--- config.mk ---
export PLATFORM = sky130hd
export DESIGN_NAME = crs_core_regs
export DESIGN_NICKNAME = d
export VERILOG_FILES = /design/src/design/crs_pkg.sv /design/src/design/crs_core_regs.sv
export VERILOG_INCLUDE_DIRS = /design/src /design/src/design
export SDC_FILE = /design/constraint.sdc
export NUM_CORES = 1
export LEC_CHECK = 0
export BUFFER_PORTS_ARGS = -buffer_cell sky130_fd_sc_hd__buf_2
export CORE_MARGIN = 2
export CORE_UTILIZATION = 49
export DETAILED_ROUTE_END_ITERATION = 8
export PLACE_DENSITY_LB_ADDON = 0.05
export REMOVE_ABC_BUFFERS = 1
export SYNTH_ARGS = -nofsm -noshare
export SYNTH_HDL_FRONTEND = slang
export SYNTH_SLANG_ARGS = --single-unit
--- constraint.sdc ---
create_clock -name CLK -period 3.7 [get_ports CLK]
set_input_delay 0.185 -clock CLK [delete_from_list [all_inputs] [get_ports CLK]]
set_output_delay 0.185 -clock CLK [all_outputs]
set_load 0.005 [all_outputs]
--- src/design/crs_defines.svh ---
// crs_defines.svh: offsets, field positions, reset values and counts
// for the cpu core register set; assumes inclusion by bare name.
`ifndef CRS_DEFINES_SVH
`define CRS_DEFINES_SVH
// ----------------------------------------------------------------------
// avalon register offsets (byte addresses)
// ----------------------------------------------------------------------
`define CRS_OFS_CTRL 8'h00
`define CRS_OFS_STAT 8'h04
`define CRS_OFS_ID 8'h08
// ----------------------------------------------------------------------
// flag register fields
// ----------------------------------------------------------------------
`define CRS_F_IE 0
`define CRS_F_ZERO 1
`define CRS_F_CARRY 2
`define CRS_F_SUPER 3
`define CRS_F_BANK 4
`define CRS_F_SW_MASK 8'h17
`define CRS_F_RESET 8'h02
// ----------------------------------------------------------------------
// other reset values and fields
// ----------------------------------------------------------------------
`define CRS_PC_RESET 16'h0000
`define CRS_BYTE_RESET 8'h00
`define CRS_CTRL_HOLD 0
`define CRS_STAT_STKERR 8
`define CRS_PROG_BYTES 16384
`define CRS_ID_VALUE 32'h0000_5A01 // arbitrary value
`endif

--- src/design/crs_pkg.sv ---
// crs_pkg.sv: types shared by the cpu core register set
// assumes a single cpu clock; no constants live here, only types.
package crs_pkg;
    // stack pointer operation requested by the execution logic
    typedef enum logic [1:0] {
        CRS_SP_NONE,
        CRS_SP_PUSH,
        CRS_SP_POP,
        CRS_SP_LOAD
    } crs_sp_op_t;

    // one instruction's worth of register updates
    typedef struct packed {
        logic pc_load;
        logic pc_inc;
        logic [15:0] pc_value;
        logic acc_we;
        logic [7:0] acc_value;
        logic idx_we;
        logic [7:0] idx_value;
        crs_sp_op_t sp_op;
        logic [1:0] sp_bytes;
        logic [7:0] sp_value;
        logic alu_valid;
        logic zero_upd;
        logic carry_upd;
        logic [7:0] alu_result;
        logic alu_carry;
        logic flag_we;
        logic [7:0] flag_value;
    } crs_exec_t;
endpackage : crs_pkg

--- src/design/crs_core_regs.sv ---
// crs_core_regs.sv: program counter, accumulator, index, stack pointer
// and flag register of the 8-bit cpu core, plus an avalon-mm slave for
// a small control and status window. assumes the execution logic runs
// on CLK and presents one update bundle per cycle.
`timescale 1ns/100ps
`default_nettype none
`include "crs_defines.svh"

// Overview of operation
// RQ1 - high and low pc bytes join into one 16-bit program address.
// RQ2 - program space is flat; fetch address needs no paging or banking.
// RQ3 - arithmetic or logic results of source modes go to the accumulator.
// RQ4 - an 8-bit index value supplies the offset for indexed modes.
// RQ5 - stack pointer holds top of stack; push, pop, call, returns move it.
// RQ6 - flag bit 0 enables interrupts; only logical flag writes change it.
// RQ7 - flag bit 1 set on zero result of last operation, else cleared.
// RQ8 - flag bit 2 set on carry of last operation, else cleared.
// RQ9 - flag bit 4 selects register bank; changed only by flag writes.
// RQ10 - flag bit 3 follows supervisor state; software writes ignored.
// RQ11 - flags update on arithmetic, logic, shift as the instruction says.
// RQ12 - software cannot read or write the six core registers directly.
// RQ13 - indexed effective address is operand byte plus index register.
// RQ14 - both pc bytes clear at reset so execution starts at zero.
// RQ15 - reset clears a, x, sp and flags, but sets the zero flag.
module crs_core_regs
    import crs_pkg::*;
#(
    parameter int PROG_BYTES = `CRS_PROG_BYTES,
    parameter logic [31:0] ID_VALUE = `CRS_ID_VALUE // arbitrary value
) (
    input wire logic CLK,
    input wire logic RESETN,
    input wire crs_exec_t EXEC,
    input wire logic SUPERVISOR,
    input wire logic [7:0] OPERAND,
    output logic [15:0] PROG_ADDR,
    output logic [7:0] ACC,
    output logic [7:0] INDEX,
    output logic [7:0] STACK_PTR,
    output logic [7:0] FLAGS,
    output logic [7:0] EFF_ADDR,
    output logic IRQ_ENABLE,
    output logic BANK_SEL,
    input wire logic [7:0] AVS_ADDRESS,
    input wire logic AVS_READ,
    input wire logic AVS_WRITE,
    input wire logic [31:0] AVS_WRITEDATA,
    input wire logic [3:0] AVS_BYTEENABLE,
    output logic [31:0] AVS_READDATA,
    output logic AVS_WAITREQUEST
);

    // ------------------------------------------------------------------
    // state
    // ------------------------------------------------------------------
    logic [7:0] program_counter_high;
    logic [7:0] program_counter_low;
    logic [7:0] accumulator_reg;
    logic [7:0] index_reg;
    logic [7:0] stack_pointer_reg;
    logic [7:0] cpu_flags;
    logic [7:0] eff_addr_reg;
    logic hold_reg;
    logic stkerr_reg;
    logic wait_reg;
    logic [31:0] rdata_reg;
    logic [15:0] pc_next;
    logic [7:0] sp_next;
    logic [7:0] flags_next;
    logic run;
    logic stk_fault;
    logic bus_req;
    logic bus_ack;
    logic bus_done;

    // hold freezes pc, accumulator, index, stack pointer and flags so a debugger sees stable state
    assign run = !hold_reg;
    assign bus_req = AVS_READ || AVS_WRITE;
    assign bus_ack = bus_req && wait_reg;
    // writes commit on the edge at which the master sees waitrequest low
    assign bus_done = bus_req && !wait_reg;

    // ------------------------------------------------------------------
    // program counter
    // ------------------------------------------------------------------
    // 16-bit wrap keeps the space flat; no page register exists
    always_comb begin
        pc_next = {program_counter_high, program_counter_low}; // see RQ1
        if (EXEC.pc_load) begin
            pc_next = EXEC.pc_value;
        end else if (EXEC.pc_inc) begin
            pc_next = pc_next + 16'h0001; // see RQ2
        end
    end

    // clears to address zero at reset
    always_ff @(posedge CLK) begin
        if (!RESETN) begin
            program_counter_high <= 8'(`CRS_PC_RESET >> 8); // see RQ14
            program_counter_low <= 8'(`CRS_PC_RESET); // see RQ14
        end else if (run) begin
            program_counter_high <= pc_next[15:8];
            program_counter_low <= pc_next[7:0];
        end
    end

    // ------------------------------------------------------------------
    // accumulator and index
    // ------------------------------------------------------------------
    always_ff @(posedge CLK) begin
        if (!RESETN) begin
            accumulator_reg <= `CRS_BYTE_RESET; // see RQ15
        end else if (run && EXEC.acc_we) begin
            accumulator_reg <= EXEC.acc_value; // see RQ3
        end
    end

    always_ff @(posedge CLK) begin
        if (!RESETN) begin
            index_reg <= `CRS_BYTE_RESET; // see RQ15
        end else if (run && EXEC.idx_we) begin
            index_reg <= EXEC.idx_value; // see RQ4
        end
    end

    // effective address uses the index held now; carry out is dropped
    // because the data space is 8 bits wide
    always_ff @(posedge CLK) begin
        if (!RESETN) begin
            eff_addr_reg <= `CRS_BYTE_RESET;
        end else begin
            eff_addr_reg <= OPERAND + index_reg; // see RQ13
        end
    end

    // ------------------------------------------------------------------
    // stack pointer
    // ------------------------------------------------------------------
    // push grows upward; a call pushes two bytes, a return pops them
    always_comb begin
        sp_next = stack_pointer_reg;
        stk_fault = 1'b0;
        unique case (EXEC.sp_op)
            CRS_SP_NONE: sp_next = stack_pointer_reg;
            CRS_SP_PUSH: begin
                sp_next = stack_pointer_reg + {6'h00, EXEC.sp_bytes};
                stk_fault = sp_next < stack_pointer_reg;
            end
            CRS_SP_POP: begin
                sp_next = stack_pointer_reg - {6'h00, EXEC.sp_bytes};
                stk_fault = sp_next > stack_pointer_reg;
            end
            CRS_SP_LOAD: sp_next = EXEC.sp_value;
        endcase
    end

    always_ff @(posedge CLK) begin
        if (!RESETN) begin
            stack_pointer_reg <= `CRS_BYTE_RESET; // see RQ15
        end else if (run) begin
            stack_pointer_reg <= sp_next; // see RQ5
        end
    end

    // ------------------------------------------------------------------
    // flag register
    // ------------------------------------------------------------------
    // a logical write to the flags wins over the alu result of the same
    // instruction; the supervisor bit never comes from software
    always_comb begin
        flags_next = cpu_flags;
        if (EXEC.flag_we) begin
            flags_next = EXEC.flag_value & `CRS_F_SW_MASK; // see RQ6 RQ9
        end else if (EXEC.alu_valid) begin
            if (EXEC.zero_upd) begin
                flags_next[`CRS_F_ZERO] = EXEC.alu_result == 8'h00; // see RQ7
            end
            if (EXEC.carry_upd) begin
                flags_next[`CRS_F_CARRY] = EXEC.alu_carry; // see RQ8 RQ11
            end
        end
        flags_next[`CRS_F_SUPER] = SUPERVISOR; // see RQ10
    end

    always_ff @(posedge CLK) begin
        if (!RESETN) begin
            cpu_flags <= `CRS_F_RESET; // see RQ15
        end else if (run) begin
            cpu_flags <= flags_next;
        end
    end

    // ------------------------------------------------------------------
    // avalon slave: control, status, id only
    // ------------------------------------------------------------------
    // waitrequest idles high and drops for exactly one cycle per access
    always_ff @(posedge CLK) begin
        if (!RESETN) begin
            wait_reg <= 1'b1;
        end else begin
            wait_reg <= !bus_ack;
        end
    end

    always_ff @(posedge CLK) begin
        if (!RESETN) begin
            hold_reg <= 1'b0;
        end else if (bus_done && AVS_WRITE && AVS_ADDRESS == `CRS_OFS_CTRL
                     && AVS_BYTEENABLE[0]) begin
            hold_reg <= AVS_WRITEDATA[`CRS_CTRL_HOLD];
        end
    end

    // sticky stack fault; a new fault wins over a clear in the same cycle
    always_ff @(posedge CLK) begin
        if (!RESETN) begin
            stkerr_reg <= 1'b0;
        end else if (run && stk_fault) begin
            stkerr_reg <= 1'b1;
        end else if (bus_done && AVS_WRITE && AVS_ADDRESS == `CRS_OFS_STAT
                     && AVS_BYTEENABLE[1]
                     && AVS_WRITEDATA[`CRS_STAT_STKERR]) begin
            stkerr_reg <= 1'b0;
        end
    end

    // core registers have no address here at all; unmapped reads give 0
    always_ff @(posedge CLK) begin
        if (!RESETN) begin
            rdata_reg <= 32'h0000_0000;
        end else if (bus_ack && AVS_READ) begin
            unique case (AVS_ADDRESS)
                `CRS_OFS_CTRL: rdata_reg <= {31'h0000_0000, hold_reg};
                `CRS_OFS_STAT: rdata_reg <= {23'h00_0000, stkerr_reg,
                                             8'h00}; // see RQ12
                `CRS_OFS_ID: rdata_reg <= ID_VALUE;
                default: rdata_reg <= 32'h0000_0000;
            endcase
        end
    end

    // ------------------------------------------------------------------
    // outputs
    // ------------------------------------------------------------------
    // program memory beyond PROG_BYTES aliases; the address stays 16 bit
    assign PROG_ADDR = {program_counter_high, program_counter_low};
    assign ACC = accumulator_reg;
    assign INDEX = index_reg;
    assign STACK_PTR = stack_pointer_reg;
    assign FLAGS = cpu_flags;
    assign EFF_ADDR = eff_addr_reg;
    assign IRQ_ENABLE = cpu_flags[`CRS_F_IE];
    assign BANK_SEL = cpu_flags[`CRS_F_BANK];
    assign AVS_READDATA = rdata_reg;
    assign AVS_WAITREQUEST = wait_reg;
endmodule : crs_core_regs
`default_nettype wire

==> results of run 1 <==
[worst paths after layout]
check	end	cells after the start	slack (ns)	start
worst max-delay path	stkerr_reg	11	1.07	STACK_PTR[0]
worst min-delay path	AVS_WAITREQUEST	2	0.06	AVS_WRITE
worst max register to register	stkerr_reg	11	1.07	STACK_PTR[0]
worst min register to register	AVS_WAITREQUEST	1	0.47	AVS_WAITREQUEST
[power groups by stage]
stage	sequential, W	combinational [W]	clock [W]
after floorplan	0.000743	0.000268	0
after global placement	0.000744	0.000426	0
after detailed placement	0.000746	0.000437	0
after CTS	0.000731	0.000440	0.000694
after global routing	0.000740	0.000498	0.000721
final	0.000732	0.000439	0.000680
[layout make-up]
type	instances	area (sq um)	area share (%)
repair buffers	151	756	15.7
well taps	102	128	2.66
flip-flops and latches	59	1180	24.6
multi-input cells	375	2440	50.8
inverters	20	75.1	1.56
clock buffers	11	151	3.15
clock inverters	4	73.8	1.54
[cells in the final DEF (no fill, tap or decap), types with 23 or more instances in the layout]
| cell type | netlist | final |
|---|---|---|
| buf_2 | 2 | 151 |
| dfxtp_1 | 59 | 59 |
| nor2_1 | 36 | 36 |
| o21ai_0 | 35 | 35 |
| nor2b_1 | 34 | 34 |
| a21oi_1 | 32 | 32 |
| conb_1 | 1 | 29 |
| nand2_1 | 27 | 27 |
| mux2i_1 | 25 | 25 |
| ha_1 | 23 | 23 |
[worst max-delay path, stage by stage, from the launching register on]
cell,delay (ns)
dfxtp_1,0.42
inv_1,0.07
ha_1,0.22
fa_1,0.53
inv_1,0.05
ha_1,0.28
nor2b_1,0.15
o221ai_1,0.17
a21o_1,0.14
a31oi_1,0.11
o31ai_2,0.25
o311ai_1,0.12
[metrics by stage]
| stage | area, sq um | total power, W | hold WS (ns) |
|---|---|---|---|
| 6_report | 4800 | 0.00185 | 0.0647 |
| 5_1_grt | 4800 | 0.00196 | 0.0859 |
| 4_1_cts | 4800 | 0.00187 | 0.0500 |
| 3_5_place_dp | 4580 | 0.00118 | 0.407 |
| 3_3_place_gp | 4580 | 0.00117 | 0.405 |
| 2_1_floorplan | 3690 | 0.00101 | 0.263 |
[Yosys cell counts (12+ instances only)]
master,n
a21oi_1,32
and2_1,12
buf_4,35
clkbuf_1,20
dfxtp_1,59
ha_1,23
inv_1,20
mux2i_1,25
nand2_1,27
nand3_1,12
nor2_1,36
nor2b_1,34
nor3_1,13
o21ai_0,35
[layer usage]
layer / share of wire (%) / GRT usage [%]
met1: 43 / 27.1
met2: 49 / 38.5
met3: 7.1 / 5.70
met4: 1.7 / 7.61
met5: 0 / 0
[kinds of logic after synthesis]
kind of cell             count (synthesis)  synth area share (%)
AND/OR/NAND/NOR                        168                  22.3
AO/OA/AOI/OAI                          111                  17.6
buffers and inverters                   80                  11.2
flip-flops                              59                  29.9
multiplexers                            30                  7.75
adder cells (fa/ha/maj)                 26                  8.79
XOR/XNOR                                11                  2.44
other                                    1                0.0948
==> results.md, run 1 <==
* Clk sinks at 59
* Top fanout value on the critical path at 5
* Worst-margin pin slew at 0.967 ns
* # DRC at 0
* TritonCTS clock tree: built
* Fillers at 750
* Routed WL at 9790 um
* Mapped cell area at 3960 sq um
* Die Y at 93.9 um
* Clock Power Share at 36.7%
* Post-synth EDFFs at 0
* Synthesis-stage register bit count at 59
* Maximum vdd drop at 0.000224 V
* First-pass GRT wire length at 15700 um
* HPWL Detailed at 7250 um
* Antenna violation net count after detailed routing at 0
* Post-Layout Cell Count at 722
* CP endpoint kind: register
* WL/cell at 13.6 um
* Hold Path Class: in -> reg
* Comb pwr share at 23.7%
* Status: finished clean
* FP Rows at 32
* Number of global-route vias before repair at 3430
* Clk_skew at 0.0165 ns
* Final nets at 768
* Vias after detailed routing at 3746
* Post-Syn Instances at 486
* Mapped Avg Cell Area at 8.14 sq um
* Fmax at 0.381 GHz
* Synth unique cells at 54
* Max Cap Violations at 0
* Critical path data arrival time at 2.83 ns
* GP Congestion at 0.864
* Clk pin slew, worst setup/hold paths at 0.08 ns
* Cell total after placement at 707
* Maximum buffer depth of the clock tree at 2
* Ys Warns at 0
* DR vias/cell at 5.19
* Max Transition Viols Final at 0
* Leak Pwr at 2.37 nW
* Pwr dens at 385 nW/um^2
* Kind of critical path: reg -> reg
* Setup WS post-layout at 1.07 ns
* # IOs at 217
* Startpoint types: register
* Final clock period utilization by the worst path at 70.9%
* Sw power at 0.000539 W
* Unrepaired setup endpoints after global routing: false
* Ranking of synthesized cells by area: dfxtp_1 30%, ha_1 7.3%, buf_4 6.6%, mux2i_1 6.3%, nor2b_1 5.4%
* Initial core utilization at 50.9%
* DIE AREA at 8810 sq um
* H-tree Lvls at 3
* Gr usage total at 22.4%
* CTS Root Cell: clkbuf_8
* Leading area contributor after synthesis: dfxtp_1
* Largest net degree at the start of global routing at 63
* Internal at 0.00131 W
* Grt total ovfl at 0
* Switching share of power at 29.1%
* CTS Buf Count at 9
* Post-CTS Setup Inserts at 0
* Crit path required time at 3.91 ns
* DRT iter0 DRCs at 71
* Fin crit period at 2.63 ns
* Final setup violation count at 0
* Final setup TNS at 0 ns
* Ys async rst share at 0%
* Seq pwr share at 39.5%
* Final Core Density at 61.8%
* Register area share after synthesis at 29.9%
* Port bufs at 151
* CTS Hold Buffers Added at 0
* Die Wd at 93.9 um
* Core area at 7770 sq um
* Number of diodes at 0
* Place WS at 1.15 ns
* Worst-Skew Late Latency at 0.34 ns
* Layout cells sized above 1 at 29.0%
* Most used DFF post-synth: dfxtp_1
* Area delta synth->final at 21.4%
* Max-slew headroom at the worst pin at 35.4%
* Post-synth top area share at 29.9%
* Count of final hold-check violations at 0
* Iteration count of the initial detailed-routing pass at 4
* PostCTS Resize Cnt at 0
* Initial antenna violation count at 0
Power figures use the tool's default switching activity.
==> run 2: changes to the inputs <==
--- a/config.mk
+++ b/config.mk
@@ -6,9 +6,10 @@
 export SDC_FILE = /design/constraint.sdc
 export NUM_CORES = 1
 export LEC_CHECK = 0
+export ABC_AREA = 1
 export BUFFER_PORTS_ARGS = -buffer_cell sky130_fd_sc_hd__buf_2
 export CORE_MARGIN = 2
-export CORE_UTILIZATION = 49
+export CORE_UTILIZATION = 45
 export DETAILED_ROUTE_END_ITERATION = 8
 export PLACE_DENSITY_LB_ADDON = 0.05
 export REMOVE_ABC_BUFFERS = 1
==> constraint.sdc (replaced) <==
create_clock -name CLK -period 2.5 [get_ports CLK]
set_input_delay 0.125 -clock CLK [delete_from_list [all_inputs] [get_ports CLK]]
set_output_delay 0.125 -clock CLK [all_outputs]
set_load 0.005 [all_outputs]
==> results.md, run 2 <==
* DIE AREA at 9540 sq um
* Post-Syn Instances at 569
* Fillers at 900
* Post-synth top area share at 29.9%
* M3 GR Usage at 6.76%
* Largest net degree at the start of global routing at 42
* Max-slew headroom at the worst pin at 53.4%
* CTS Root Cell: clkbuf_8
* Core area at 8640 sq um
* Synthesis-stage register bit count at 59
* Max Cap Violations at 0
* Commonest cells in the netlist: 96 x nand2_1, 74 x nor2_1, 60 x inv_1
* H-tree Lvls at 3
* Crit path required time at 2.71 ns
* Initial antenna violation count at 0
* Area delta synth->final at 23.0%
* Fin crit period at 2.27 ns
* Post-synth EDFFs at 0
* Ys Warns at 0
* Iteration count of the initial detailed-routing pass at 4
* Unrepaired setup endpoints after global routing: false
* Pwr dens at 566 nW/um^2
* Critical path data arrival time at 2.48 ns
* Hold Path Class: in -> reg
* Status: finished clean
* Setup WS post-layout at 0.228 ns
* Clk sinks at 59
* GP Congestion at 0.903
* Reg area at 1180 sq um
* Leak Pwr at 2.48 nW
* Final clock period utilization by the worst path at 90.9%
* Port bufs at 151
* Fin Hold WS at 0.0270 ns
* Worst-Skew Late Latency at 0.34 ns
* Leading area contributor after synthesis: dfxtp_1
* Fmax at 0.440 GHz
* Most used DFF post-synth: dfxtp_1
* Routed WL at 10100 um
* CTS Buf Count at 9
* Final setup violation count at 0
* Die Wd at 97.7 um
* Mapped cell area at 3950 sq um
* DR vias/cell at 4.92
* Most frequent cells in the layout: 151 x buf_2, 96 x nand2_1, 74 x nor2_1
* Most instantiated library cell after synthesis: nand2_1
* Kind of critical path: reg -> reg
* Register area share after synthesis at 29.9%
* Count of final hold-check violations at 0
* Ys async rst share at 0%
* Grt met2 use at 35.6%
* Number of diodes at 0
* Final setup TNS at 0 ns
* FP Rows at 34
* DP Area at 4640 sq um
* Most used routing layer: met2
* Commonest non-fill, non-tap cell in the layout: buf_2
* Max Transition Viols Final at 0
* Layout cells sized above 1 at 27.2%
* Antenna violation net count after detailed routing at 0
* Top fanout value on the critical path at 4
* Vias after detailed routing at 4062
* Number of global-route vias before repair at 3836
* Ranking of synthesized cells by area: dfxtp_1 30%, nand2_1 9.1%, ha_1 7.3%, nor2_1 7.0%, buf_4 6.7%
* CP endpoint kind: register
* Initial core utilization at 45.7%
* Startpoint types: register
* Mapped Avg Cell Area at 6.94 sq um
* Grt total ovfl at 0
* Maximum buffer depth of the clock tree at 2
* WL/cell at 12.2 um
* First-pass GRT wire length at 17100 um
* Maximum vdd drop at 0.000317 V
* # IOs at 217
* TritonCTS clock tree: built
* Clk pin slew, worst setup/hold paths at 0.07 ns
* M1 GR Usage at 26.6%
* Synth unique cells at 47
* Clk_skew at 0.00933 ns
* HPWL Detailed at 7740 um
* Gr usage total at 21.5%
* Die Y at 97.7 um
* DRT iter0 DRCs at 109
* Multi-input combinational cell area at 2300 sq um
* # DRC at 0
* Final instance area at 4860 sq um
* Place WS at 0.117 ns
* Final nets at 865
* Worst-margin pin slew at 0.698 ns
-- run 2: cell count changes in the layout (fill, tap and decap cells not counted), moves of 12 or more --
cell,change
and2_1,-12
nand2_1,+69
o21ai_0,+12
mux2i_1,-24
nor2_1,+38
inv_1,+40
nor2b_1,-34
nand3_1,+16
-- run 2: worst paths after layout --
kind / from / endpoint / slack, ns / cells past startpoint
worst max-delay path: STACK_PTR[0] / stkerr_reg / 0.23 / 15
worst min-delay path: SUPERVISOR / FLAGS[3] / 0.03 / 3
worst max register to register: STACK_PTR[0] / stkerr_reg / 0.23 / 15
worst min register to register: ACC[2] / ACC[2] / 0.48 / 2
-- run 2: where the power goes --
group | total (W) | switching (W) | leakage [nW] | internal (W)
Sequential | 0.00110 | 0.0000766 | 0.490 | 0.00102
Clock | 0.000934 | 0.000415 | 0.106 | 0.000518
Combinational | 0.000719 | 0.000408 | 1.89 | 0.000311
-- run 2: per-stage QoR --
stage / utilization, % / cells / total power [W]
2_1_floorplan: - / 548 / 0.00156
3_3_place_gp: 53.8 / 810 / 0.00182
3_5_place_dp: 53.8 / 810 / 0.00184
4_1_cts: 56.2 / 826 / 0.00278
5_1_grt: 56.2 / 826 / 0.00295
6_report: 56.2 / 826 / 0.00275
-- run 2: cell families after synthesis --
group                    Yosys count  synth area share (%)
other                              1                0.0949
adder cells (fa/ha/maj)           26                  8.81
multiplexers                       1                 0.253
AND/OR/NAND/NOR                  236                  26.6
flip-flops                        59                  29.9
buffers and inverters            116                  14.7
AO/OA/AOI/OAI                    122                  17.9
XOR/XNOR                           8                  1.77
-- run 2: critical path, stage by stage, from the launching register on --
cell      delay (ns)
dfxtp_2         0.35
inv_1           0.07
ha_1            0.21
fa_2            0.35
nand2_1         0.09
nor3_1          0.05
ha_1            0.33
xnor2_1         0.17
nor2_4          0.11
nand3_1         0.07
nand2_1         0.06
clkinv_1        0.06
nand2_1         0.06
nand2_1         0.05
nand2_1         0.06
a21oi_2         0.05
-- run 2: layer usage --
| layer | vias to the layer above | share of wire [%] |
|---|---|---|
| met5 | - | 0 |
| met4 | 0 | 1.7 |
| met3 | 18 | 8.1 |
| met2 | 139 | 47 |
| met1 | 1791 | 44 |
| li1 | 2114 | - |
-- run 2: cell type report --
type / count / share of cell area (%)
clock buffer: 11 / 3.12
clock inverter: 5 / 1.24
inverter: 67 / 5.20
multi-input combinational: 422 / 47.3
sequential: 59 / 24.3
tap: 108 / 2.78
timing repair buffer: 154 / 16.0
-- run 2: timing repair --
| action | in CTS | in global routing |
|---|---|---|
| setup endpoints to repair | 0 | 1 |
| setup buffers | 0 | 0 |
| hold endpoints to repair | 0 | 0 |
| hold buffers | 0 | 0 |
| resized for setup | 0 | 2 |
